==> config.mk <==
export PLATFORM = sky130hd
export DESIGN_NAME = gls_lock_status
export DESIGN_NICKNAME = d
export VERILOG_FILES = /design/src/hdl/gls_pkg.sv /design/src/hdl/gls_lock_status.sv
export SDC_FILE = /design/constraint.sdc
export NUM_CORES = 1
export LEC_CHECK = 0
export BUFFER_PORTS_ARGS = -buffer_cell sky130_fd_sc_hd__buf_2
export CORE_ASPECT_RATIO = 1.75
export CORE_MARGIN = 2
export CORE_UTILIZATION = 62
export DETAILED_ROUTE_END_ITERATION = 12
export PLACE_DENSITY = 0.83
export SYNTH_ARGS = -nofsm -noshare
export SYNTH_HDL_FRONTEND = slang
export SYNTH_SLANG_ARGS = --single-unit
==> constraint.sdc <==
create_clock -name clk -period 4.8 [get_ports clk]
set_clock_uncertainty 0.05 [all_clocks]
set_input_delay 0.48 -clock clk [delete_from_list [all_inputs] [get_ports clk]]
set_output_delay 0.48 -clock clk [all_outputs]
set_load 0.02 [all_outputs]
==> src/hdl/gls_pkg.sv <==
package gls_pkg;
    // lock monitoring configuration
    typedef enum logic [0:0]
    {
        GLS_MON_ACTIVE   = 1'b0,
        GLS_MON_OPTIONAL = 1'b1
    } gls_mon_t;

    // door / lock states
    typedef enum logic [1:0]
    {
        GLS_OPEN        = 2'b00,
        GLS_CLOSED      = 2'b01,
        GLS_READY       = 2'b10,
        GLS_LOCKED      = 2'b11
    } gls_state_t;

    // synchroniser depth
    localparam int GLS_SYNC_STAGES = 2;
    // number of raw asynchronous inputs
    localparam int GLS_NUM_IN      = 7;
    // bit positions in the raw input vector
    localparam int GLS_IN_SOL      = 0;
    localparam int GLS_IN_ELEC     = 1;
    localparam int GLS_IN_INS      = 2;
    localparam int GLS_IN_FULL     = 3;
    localparam int GLS_IN_AUX      = 4;
    localparam int GLS_IN_ESC      = 5;
    localparam int GLS_IN_AR       = 6;
    // slow blink phase length, half the blink period
    localparam int GLS_BLINK_NS    = 500_000_000;
    localparam int GLS_CLK_NS      = 10;
    localparam int GLS_BLINK_CYC   = GLS_BLINK_NS / GLS_CLK_NS;
endpackage

==> src/hdl/gls_lock_status.sv <==
`timescale 1ns/10ps
`default_nettype none
// Behaviour
// - lock engages only with solenoid and electronics supply both present
// - removing either supply releases the lock at once
// - solenoid on and actuator fully inserted gives locked state
// - locked state drives both safety outputs, lock and both door flags
// - closed unlocked: outputs off active, on optional; open: off
// - lock flag only in locked state
// - first door flag in every closed state, off when open
// - second door flag when locked or ready; off otherwise
// - solenoid off when closed unlocked; ignored while open
// - auxiliary release unlocks regardless of solenoid supply
// - active monitoring: manual release clears lock flag and safety outputs
// - optional monitoring: release clears lock and second door flags, outputs stay on; indicators blink
// - after release reset, normal once guard opened and closed again or solenoid removed
// - escape knob press is release; pulling it out resets it
// - optional monitoring: outputs off at assured release distance
// - release flag set on release, cleared when command matches lock
module gls_lock_status #(
    parameter int BLINK_CYC = gls_pkg::GLS_BLINK_CYC
) (
    input  wire logic clk,
    input  wire logic rst,
    input  wire logic mon_optional,
    input  wire logic sol_supply,
    input  wire logic elec_supply,
    input  wire logic act_inserted,
    input  wire logic act_full,
    input  wire logic aux_release,
    input  wire logic esc_pressed,
    input  wire logic act_released_dist,
    output logic      safety_out_a,
    output logic      safety_out_b,
    output logic      lock_engaged_flag,
    output logic      door_pos_first_flag,
    output logic      door_pos_second_flag,
    output logic      manual_release_flag,
    output logic      state_led_white,
    output logic      state_led_orange,
    output logic      lock_led_orange
);
    // the blink divider needs at least two counts per phase
    generate
        if (BLINK_CYC < 2)
        begin : g_bad_blink
            $error("BLINK_CYC too small");
        end
    endgenerate

    localparam int CW = $clog2(BLINK_CYC);

    // raw pins gathered for one synchroniser array
    logic [gls_pkg::GLS_NUM_IN-1:0] raw;
    logic [gls_pkg::GLS_NUM_IN-1:0] meta;
    logic [gls_pkg::GLS_NUM_IN-1:0] sy;
    assign raw = {act_released_dist, esc_pressed, aux_release, act_full,
                  act_inserted, elec_supply, sol_supply};

    // two-stage synchronisers, first stage read only by second
    genvar gi;
    generate
        for (gi = 0; gi < gls_pkg::GLS_NUM_IN; gi++)
        begin : g_sync
            always_ff @(posedge clk)
            begin
                if (rst)
                begin
                    meta[gi] <= 1'b0;
                    sy[gi]   <= 1'b0;
                end
                else
                begin
                    meta[gi] <= raw[gi];
                    sy[gi]   <= meta[gi];
                end
            end
        end
    endgenerate

    logic s_sol, s_elec, s_ins, s_full, s_aux, s_esc, s_ar;
    assign s_sol  = sy[gls_pkg::GLS_IN_SOL];
    assign s_elec = sy[gls_pkg::GLS_IN_ELEC];
    assign s_ins  = sy[gls_pkg::GLS_IN_INS];
    assign s_full = sy[gls_pkg::GLS_IN_FULL];
    assign s_aux  = sy[gls_pkg::GLS_IN_AUX];
    assign s_esc  = sy[gls_pkg::GLS_IN_ESC];
    assign s_ar   = sy[gls_pkg::GLS_IN_AR];

    // escape knob pressed counts as a release, pulled out as reset
    logic release_act;
    assign release_act = s_aux | s_esc;

    // latched release: cleared once released and guard reclosed or solenoid off
    logic rel_latched;
    logic rel_reset_seen;
    logic was_open;
    always_ff @(posedge clk)
    begin
        if (rst)
        begin
            rel_latched    <= 1'b0;
            rel_reset_seen <= 1'b0;
            was_open       <= 1'b0;
        end
        else if (release_act)
        begin
            // new actuation wins over any pending recovery
            rel_latched    <= 1'b1;
            rel_reset_seen <= 1'b0;
            was_open       <= 1'b0;
        end
        else if (rel_latched)
        begin
            rel_reset_seen <= 1'b1;
            if (!s_ins)
            begin
                was_open <= 1'b1;
            end
            if (rel_reset_seen && ((was_open && s_ins) || !s_sol))
            begin
                rel_latched <= 1'b0;
                was_open    <= 1'b0;
            end
        end
    end

    // lock condition: both supplies, full insertion, no release
    // a fresh release blocks the lock before the latch has caught it
    logic lock_ok;
    assign lock_ok = s_sol && s_elec && s_full && s_ins && !rel_latched && !release_act;

    gls_pkg::gls_state_t next_state;
    always_comb
    begin
        if (!s_ins || s_ar)
        begin
            next_state = gls_pkg::GLS_OPEN;
        end
        else if (lock_ok)
        begin
            next_state = gls_pkg::GLS_LOCKED;
        end
        else if (s_full && !rel_latched && !release_act)
        begin
            next_state = gls_pkg::GLS_READY;
        end
        else
        begin
            next_state = gls_pkg::GLS_CLOSED;
        end
    end

    gls_pkg::gls_state_t state;
    always_ff @(posedge clk)
    begin
        if (rst)
        begin
            state <= gls_pkg::GLS_OPEN;
        end
        else
        begin
            state <= next_state;
        end
    end

    // output flags, registered from the next state
    logic closed_n, safe_n;
    always_comb
    begin
        closed_n = (next_state != gls_pkg::GLS_OPEN);
        unique case (next_state)
            gls_pkg::GLS_LOCKED: safe_n = 1'b1;
            gls_pkg::GLS_OPEN:   safe_n = 1'b0;
            gls_pkg::GLS_READY,
            gls_pkg::GLS_CLOSED: safe_n = mon_optional;
        endcase
    end

    always_ff @(posedge clk)
    begin
        if (rst)
        begin
            safety_out_a         <= 1'b0;
            safety_out_b         <= 1'b0;
            lock_engaged_flag    <= 1'b0;
            door_pos_first_flag  <= 1'b0;
            door_pos_second_flag <= 1'b0;
        end
        else
        begin
            safety_out_a         <= safe_n;
            safety_out_b         <= safe_n;
            lock_engaged_flag    <= (next_state == gls_pkg::GLS_LOCKED);
            door_pos_first_flag  <= closed_n;
            door_pos_second_flag <= (next_state == gls_pkg::GLS_LOCKED) ||
                                    (next_state == gls_pkg::GLS_READY);
        end
    end

    // release flag: command (solenoid) vs actual lock mismatch
    always_ff @(posedge clk)
    begin
        if (rst)
        begin
            manual_release_flag <= 1'b0;
        end
        else if (release_act)
        begin
            manual_release_flag <= 1'b1;
        end
        else if (manual_release_flag && (s_sol == (next_state == gls_pkg::GLS_LOCKED)))
        begin
            manual_release_flag <= 1'b0;
        end
    end

    // slow blink generator, free running
    logic [CW-1:0] blink_cnt;
    logic          blink;
    always_ff @(posedge clk)
    begin
        if (rst)
        begin
            blink_cnt <= '0;
            blink     <= 1'b0;
        end
        else if (blink_cnt == CW'(BLINK_CYC - 1))
        begin
            blink_cnt <= '0;
            blink     <= ~blink;
        end
        else
        begin
            blink_cnt <= blink_cnt + 1'b1;
        end
    end

    // indicators only during optional-monitoring release
    logic ind_on;
    assign ind_on = mon_optional && rel_latched;
    always_ff @(posedge clk)
    begin
        if (rst)
        begin
            state_led_white  <= 1'b0;
            state_led_orange <= 1'b0;
            lock_led_orange  <= 1'b0;
        end
        else
        begin
            state_led_white  <= ind_on && !blink;
            state_led_orange <= ind_on && blink;
            lock_led_orange  <= ind_on && blink;
        end
    end

    // checks
    a_lock_needs_supply: assert property (@(posedge clk) disable iff (rst)
        lock_engaged_flag |-> $past(s_sol) && $past(s_elec))
        else $error("lock without supply");
    a_supply_loss_rel: assert property (@(posedge clk) disable iff (rst)
        !s_elec |=> !lock_engaged_flag)
        else $error("lock held without electronics supply");
    a_lock_when_ready: assert property (@(posedge clk) disable iff (rst)
        (s_sol && s_elec && s_full && s_ins && !s_ar && !rel_latched && !release_act)
        |=> lock_engaged_flag)
        else $error("lock not engaged");
    a_locked_outputs: assert property (@(posedge clk) disable iff (rst)
        lock_engaged_flag |-> safety_out_a && safety_out_b && door_pos_first_flag
                              && door_pos_second_flag)
        else $error("locked outputs wrong");
    a_closed_unlocked: assert property (@(posedge clk) disable iff (rst)
        (door_pos_first_flag && !lock_engaged_flag && $past(mon_optional) == 1'b0)
        |-> !safety_out_a)
        else $error("active monitoring outputs on while unlocked");
    a_open_all_off: assert property (@(posedge clk) disable iff (rst)
        !$past(s_ins) |-> !door_pos_first_flag && !safety_out_b && !lock_engaged_flag)
        else $error("open guard outputs on");
    a_aux_releases: assert property (@(posedge clk) disable iff (rst)
        s_aux |=> !lock_engaged_flag ##1 !lock_engaged_flag)
        else $error("aux release ignored");
    a_release_flag: assert property (@(posedge clk) disable iff (rst)
        release_act |=> manual_release_flag)
        else $error("release flag not set");
    a_sar_shutdown: assert property (@(posedge clk) disable iff (rst)
        s_ar |=> !safety_out_a && !safety_out_b)
        else $error("outputs on at release distance");
    a_opt_closed_on: assert property (@(posedge clk) disable iff (rst)
        (door_pos_first_flag && !lock_engaged_flag && $past(mon_optional))
        |-> safety_out_a && safety_out_b)
        else $error("optional monitoring outputs off while closed");
    a_door2_closed: assert property (@(posedge clk) disable iff (rst)
        door_pos_second_flag |-> door_pos_first_flag)
        else $error("second door flag while open");
    a_led_idle: assert property (@(posedge clk) disable iff (rst)
        !$past(mon_optional) |-> !state_led_white && !state_led_orange && !lock_led_orange)
        else $error("indicators on under active monitoring");

    c_locked: cover property (@(posedge clk) disable iff (rst) lock_engaged_flag);
    c_opt_release: cover property (@(posedge clk) disable iff (rst)
        mon_optional && lock_engaged_flag ##[1:20] safety_out_a && !lock_engaged_flag);
    c_recover: cover property (@(posedge clk) disable iff (rst)
        $fell(rel_latched) ##[1:20] lock_engaged_flag);
    c_ready_lock: cover property (@(posedge clk) disable iff (rst)
        state == gls_pkg::GLS_READY ##1 state == gls_pkg::GLS_LOCKED);
endmodule
`default_nettype wire

* Yosys cells after proc, flatten, opt, wreduce, memory -nomap -nowiden
Cells that the tools add are included.
Operators by class: bitwise gates (word level) 2, multiply operators 0, reduce and logical (&&, ||, !) cells 28, order comparisons 0, shifts and indexed selects 0, divide/modulo/power cells 0, mux-type cells 11, eq/ne operators 6, add/sub/neg operators 1
Operators by type and width (number):
- $add 26x1->26 const B | 1
- $eq 26x26->1 const B | 1
- $logic_and 1x1->1 | 13
- $mux 1 | 7
- $mux 2 | 3
- $reduce_or 2->1 | 3
- $logic_not 1->1 | 5
- $eq 2x2->1 const B | 2
- $reduce_bool 2->1 | 2
- $logic_or 1x1->1 | 3
- $pmux 1 s3 | 1
- $eq 2x1->1 const B | 1
- $logic_not 2->1 | 1
- $ne 2x1->1 const B | 1
- $reduce_and 2->1 | 1
- $eq 1x1->1 | 1
- $not 1->1 | 1
- $or 1x1->1 | 1
Word-level totals: logic and storage cells 74, latch bits 0, register bits 51, output and inout bits 9, RAM bits 0, memories kept 0, bits in read-only memories 0

* Logic depth before layout (Yosys ltp)
Gate-level depths: netlist of run 1.
depth in word-level cells 12, gate-level depth with buffers 8, depth with buffers taken out 8

* Least setup slack after synthesis of run 1
No wires, ideal clock.
path type flip-flop to flip-flop, start point register blink_cnt[0], end point register blink_cnt[3], cell stages (with the launch flop) 7, buffers on the path 1, setup slack 2.779 ns, data arrival time 1.853 ns, data required time 4.632 ns, clock period less this slack 2.021 ns, cells stage by stage dfxtp_1 > ha_1 > nand4_1 > or4_1 > o21bai_2 > buf_2 > nor2_1
On the way: longest elaborated chain between the ends 2, elaborated cells between the ends (all ways) 3, those cells by class add/sub: 1; eq/ne: 1; reduce/logical: 1
Ends and longest elaborated chain:
- from (decl) | line gls_lock_status.sv:219 | logic [CW-1:0] blink_cnt;
- from (signal assigned) | line gls_lock_status.sv:235 | blink_cnt <= blink_cnt + 1'b1;
- branches (longest 2 deep; another with $add 26x1->26)
Several ways; the timed one is not identified. A chain may end at the register's enable or synchronous reset.

* Worst setup path in the final report of run 1
start point register blink_cnt[0], end point register blink_cnt[9]
Same word-level chain as after synthesis.

==> qor.yml, run 1 <==
yosys:
  syn_inst: 217
  netlist_top_cells_area: "dfxtp_1 50%, nor2b_1 4.9%, xnor2_1 4.8%"
  ys_warn_count: 0
  postSynthAreaPerCell_sq_um: 9.33
  ys_ff_latch: 51
  synthDistinctLibCells: 35
  synth_area_leader_cell: "dfxtp_1"
  synth_area_sq_um: 2020
  synth-seq-area-share_pct: 50.4
  synth_top_area_share_pct: 50.4
  synth_nets: 231
clock_tree:
  cts_tree: "yes"
  htreeDepth: 2
  cts_resized: 0
  cts_made_buffers: 5
  clk_latency_ps: 310
  hold_buffers: 0
  clkTransAtPathRegs_ps: 90
  cts_setup_buffers: 0
  clockBufferDepth: 2
  cts_root_buffer: "clkbuf_8"
  clock-sinks: 51
status:
  status: "finished clean"
place:
  place_hpwl_um: 2610
  placed_area_sq_um: 2120
  port_buffers: 18
  post-place-ws_ps: 2180
  gp_congestion: 0.928
  dp_cells: 269
layout:
  reg_top3: "blink_cnt (26), meta (7)"
  final_common_cell: "dfxtp_1"
  fin_nets: 247
  area_growth_pct: 9.46
  num-fill-cells: 259
  multi_input_area_sq_um: 933
  final_cell_mix: "51 x dfxtp_1, 25 x nor2_1, 18 x buf_2"
  insertedDiodeCount: 0
  regArea_sq_um: 1020
  largest_reg_flops: 26
  fin_cells: 277
  final_layout_size_suffix_gt1_share_pct: 13.7
  final_area_sq_um: 2220
  top_register: "blink_cnt"
sta:
  tns_ps: 0
  fin_ws_ps: 2210
  clock.fmax_mhz: 385
  finalSetupViolations: 0
  slew_headroom_pct: 35.7
  hold_viol: 0
  fin_crit_ps: 2590
  rsz0062_at_grt: "no"
  tightestPinTransition_ps: 964
  report.final.slew_viol_count: 0
  finalCritPeriodShare_pct: 54.1
global_route:
  grt_pass1_vias: 1418
  grt_pass1_wl_um: 6110
  grt_max_degree: 27
  grt_usage_pct: 23.0
  overflow: 0
  antenna_found_initial: 0
routing:
  routedWlPerCell_um: 13.6
  viasPerCell: 5.57
  wl_um: 3760
  antenna_left: 0
  post-route-drc-count: 0
  drtIter0Drc: 35
  drt_pass1_iterations: 4
  vias: 1542
die:
  rows: 27
  initial_core_util_pct: 64.4
  dieArea_sq_um: 3760
  core_sq_um: 3140
  fp.dieW_um: 47.2
  io_pins: 19
  die_h_um: 79.6
setup_path:
  start_kind: "register"
  path_class: "register to register"
  cp.required_ps: 4910
  reg2reg_slack_ps: 2210
  arrival_ps: 2710
  endpoint_kind: "register"
  crit_path_max_fanout: 25
power:
  leakage_nw: 0.797
  ir_drop_mv: 0.283
  power.density_nw_per_um2: 328
worst_hold_path:
  hold_path_class: "primary input to register"
flow_run:
  drv_cap: 0
stage by stage:
stage | util (%) | hold slack [ps] | power (W)
after detailed placement | 67.4 | 376 | 0.000479
after floorplan | - | 364 | 0.000469
after global routing | 70.5 | 328 | 0.000755
after CTS | 70.5 | 331 | 0.000732
final | 70.5 | 331 | 0.000726
after global placement | 67.4 | 367 | 0.000478
worst paths after layout:
check	from	end	cells past startpoint
max	blink_cnt[0]$_SDFF_PP0_	blink_cnt[9]$_SDFF_PP0_	5
min	act_inserted	meta[2]$_SDFF_PP0_	2
max reg2reg	blink_cnt[0]$_SDFF_PP0_	blink_cnt[9]$_SDFF_PP0_	5
min reg2reg	meta[2]$_SDFF_PP0_	s_ins$_SDFF_PP0_	1
final cells by class:
type,instances,share of cell area (%)
multi-input combinational,152,42.1
timing repair buffer,18,4.07
clock buffer,6,3.73
clock inverter,2,0.734
inverter,5,0.847
tap,43,2.43
sequential,51,46.1
Yosys cell counts:
cell type	instances
or4_4	2
a21boi_0	2
o31ai_1	2
xor2_1	5
ha_1	4
nor2b_1	16
nand4_1	11
nor3b_1	1
buf_4	2
nor2_1	25
or3_1	8
a21oi_1	12
nand4_2	1
nor3_1	6
nor4bb_1	1
inv_1	5
xnor2_1	11
clkbuf_1	4
nor4b_1	1
dfxtp_1	51
nand3_1	7
o21bai_1	1
o311a_1	1
nand2_1	11
or3_2	1
and4_1	1
a21oi_2	1
buf_2	2
o21ai_0	9
and2_1	1
buf_6	1
nor4_1	4
o21bai_2	1
and3_1	2
or4_1	4
critical path, stage by stage, from the launching register on:
cell,delay (ps)
dfxtp_1,370
ha_1,210
nand4_1,250
or4_1,660
o21bai_2,810
nor2_1,110
where the power goes:
part / total, W / switching, W / internal [W]
combinational: 0.0000308 / 0.0000181 / 0.0000127
clock: 0.000257 / 0.000139 / 0.000118
sequential: 0.000439 / 0.00000504 / 0.000433
logic make-up after synthesis:
group / synth area share [%]
simple gates: 28.2
flops: 50.4
compound gates: 8.53
xor+xnor: 6.92
buf+inv: 3.46
fa+ha+maj: 2.47
per-layer routing:
layer  track usage, %  part of all wire (%)
met4             12.8                   3.0
met1             22.4                    39
met5                0                     0
met3             6.56                   3.2
met2             40.3                    55
No activity file was read; power rests on OpenSTA's default activity.
==> run 2: changes to the inputs <==
--- a/config.mk
+++ b/config.mk
@@ -8,9 +8,9 @@
 export BUFFER_PORTS_ARGS = -buffer_cell sky130_fd_sc_hd__buf_2
 export CORE_ASPECT_RATIO = 1.75
 export CORE_MARGIN = 2
-export CORE_UTILIZATION = 62
+export CORE_UTILIZATION = 57
 export DETAILED_ROUTE_END_ITERATION = 12
-export PLACE_DENSITY = 0.83
+export PLACE_DENSITY = 0.77
 export SYNTH_ARGS = -nofsm -noshare
 export SYNTH_HDL_FRONTEND = slang
 export SYNTH_SLANG_ARGS = --single-unit
==> constraint.sdc (replaced) <==
create_clock -name clk -period 2.5 [get_ports clk]
set_clock_uncertainty 0.05 [all_clocks]
set_input_delay 0.25 -clock clk [delete_from_list [all_inputs] [get_ports clk]]
set_output_delay 0.25 -clock clk [all_outputs]
set_load 0.02 [all_outputs]
==> qor.yml, run 2 (synthesized netlist as in run 1, its figures left out) <==
global_route:
  grt_pass1_vias: 1517  # +7.0%
  grt_pass1_wl_um: 6350  # +3.9%
  overflow: 0  # unchanged
  grt_usage_pct: 19.8  # -3.2 points
  grt_max_degree: 26  # -3.7%
  antenna_found_initial: 0  # unchanged
sta:
  tns_ps: 0  # unchanged
  clock.fmax_mhz: 473  # +23%
  tightestPinTransition_ps: 340  # -624 ps
  hold_viol: 0  # unchanged
  fin_ws_ps: 385  # -1820 ps
  finalSetupViolations: 0  # unchanged
  slew_headroom_pct: 77.1  # +41 points
  rsz0062_at_grt: "no"
  whs_ps: 106  # -224 ps
  finalCritPeriodShare_pct: 84.6  # +31 points
  report.final.slew_viol_count: 0  # unchanged
  fin_crit_ps: 2120  # -480 ps
layout:
  final_layout_size_suffix_gt1_share_pct: 15.8  # +2.2 points
  final_common_cell: "dfxtp_1"
  top_register: "blink_cnt"
  area_growth_pct: 11.8
  largest_reg_flops: 26  # unchanged
  insertedDiodeCount: 0  # unchanged
  reg_top3: "blink_cnt (26), meta (7)"
  fin_nets: 253  # +2.4%
  final_area_sq_um: 2260  # +2.1%
  final_cell_mix: "51 x dfxtp_1, 25 x nor2_1, 18 x buf_2"
setup_path:
  path_cells: "ha_1 > nand4_1 > or4_1 > o21bai_2 > buf_4 > a21oi_1"
  arrival_ps: 2250  # -460 ps
  cp.required_ps: 2640  # -2270 ps
  path_class: "register to register"
  crit_path_max_fanout: 11  # -56%
  crit_slowest_cell: "or4_1"
  max_stage_delay_ps: 620  # -190 ps
  endpoint_kind: "register"
  start_kind: "register"
place:
  port_buffers: 18  # unchanged
  gp_congestion: 0.830  # -11%
  post-place-ws_ps: 425  # -1750 ps
  placed_area_sq_um: 2160  # +2.2%
  place_hpwl_um: 2750  # +5.5%
routing:
  viasPerCell: 5.55  # -0.29%
  routedWlPerCell_um: 13.0  # -3.8%
  antenna_left: 0  # unchanged
  drt_pass1_iterations: 4  # unchanged
  post-route-drc-count: 0  # unchanged
  drtIter0Drc: 28  # -20%
  vias: 1582  # +2.6%
  wl_um: 3720  # -1.0%
die:
  dieArea_sq_um: 4060  # +8.2%
  core_sq_um: 3400  # +8.2%
  rows: 28  # +3.7%
  io_pins: 19  # unchanged
  die_h_um: 82.8  # +4.1%
  fp.dieW_um: 49.1  # +3.9%
  initial_core_util_pct: 59.6  # -4.9 points
status:
  status: "finished clean"
worst_hold_path:
  hold_path_class: "primary input to register"
power:
  power.density_nw_per_um2: 614  # +87%
  ir_drop_mv: 0.451  # +59%
  leakage_nw: 0.824  # +3.4%
clock_tree:
  htreeDepth: 2  # unchanged
  hold_buffers: 0  # unchanged
  cts_made_buffers: 5  # unchanged
  clockBufferDepth: 2  # unchanged
  clk_latency_ps: 300  # about the same
  clkTransAtPathRegs_ps: 90  # about the same
  clock-sinks: 51  # unchanged
  cts_tree: "yes"
  cts_resized: 0  # unchanged
  cts_root_buffer: "clkbuf_8"
  cts_setup_buffers: 0  # unchanged
flow_run:
  drv_cap: 0  # unchanged
-- run 2: cell types whose count changed in the layout (fill, tap and decap cells not counted) --
cell   change
buf_4      +6
-- run 2: worst max-delay path: cells and delay by family (launching register included) --
| family | cells | cell delay, ps |
|---|---|---|
| adders and majority gates | 1 | 200 |
| and+or+nand+nor | 2 | 770 |
| buffers and inverters | 1 | 240 |
| AOI/OAI and AO/OA | 2 | 380 |
| DFF | 1 | 360 |
-- run 2: path summary, 6_finish.rpt --
path / start / to / slack, ps / cells after the start
worst min-delay path: aux_release / meta[4]$_SDFF_PP0_ / 110 / 2
worst min register to register: meta[4]$_SDFF_PP0_ / s_aux$_SDFF_PP0_ / 400 / 1
worst max-delay path: blink_cnt[0]$_SDFF_PP0_ / blink_cnt[20]$_SDFF_PP0_ / 380 / 6
worst max register to register: blink_cnt[0]$_SDFF_PP0_ / blink_cnt[20]$_SDFF_PP0_ / 380 / 6
-- run 2: power breakdown --
part | switching [W] | internal [W] | leakage (nW) | total [W]
combinational | 0.0000348 | 0.0000275 | 0.361 | 0.0000624
clock | 0.000261 | 0.000226 | 0.0474 | 0.000487
sequential | 0.00000883 | 0.000832 | 0.415 | 0.000841
-- run 2: per-layer routing --
layer  global-route usage, %  part of all wire (%)  up-vias
met3                    4.32                   3.0        7
met2                    38.0                    56       27
met5                       0                     0        -
li1                        -                     -      797
met4                    9.61                   1.9        0
met1                    19.2                    39      751
-- run 2: stage by stage --
step | utilization (%) | instances | total power [W]
final | 66.6 | 285 | 0.00139
after detailed placement | 63.7 | 277 | 0.000923
after floorplan | - | 217 | 0.000900
after global placement | 63.7 | 277 | 0.000921
after CTS | 66.6 | 285 | 0.00141
after global routing | 66.6 | 285 | 0.00145
-- run 2: layout make-up --
| cell class | count | area, sq um |
|---|---|---|
| fill | 305 | 1130 |
| sequential | 51 | 1020 |
| multi-input combinational | 152 | 933 |
| timing repair buffer | 24 | 135 |
| clock buffer | 6 | 82.6 |
| tap | 45 | 56.3 |
| inverter | 5 | 18.8 |
| clock inverter | 2 | 16.3 |
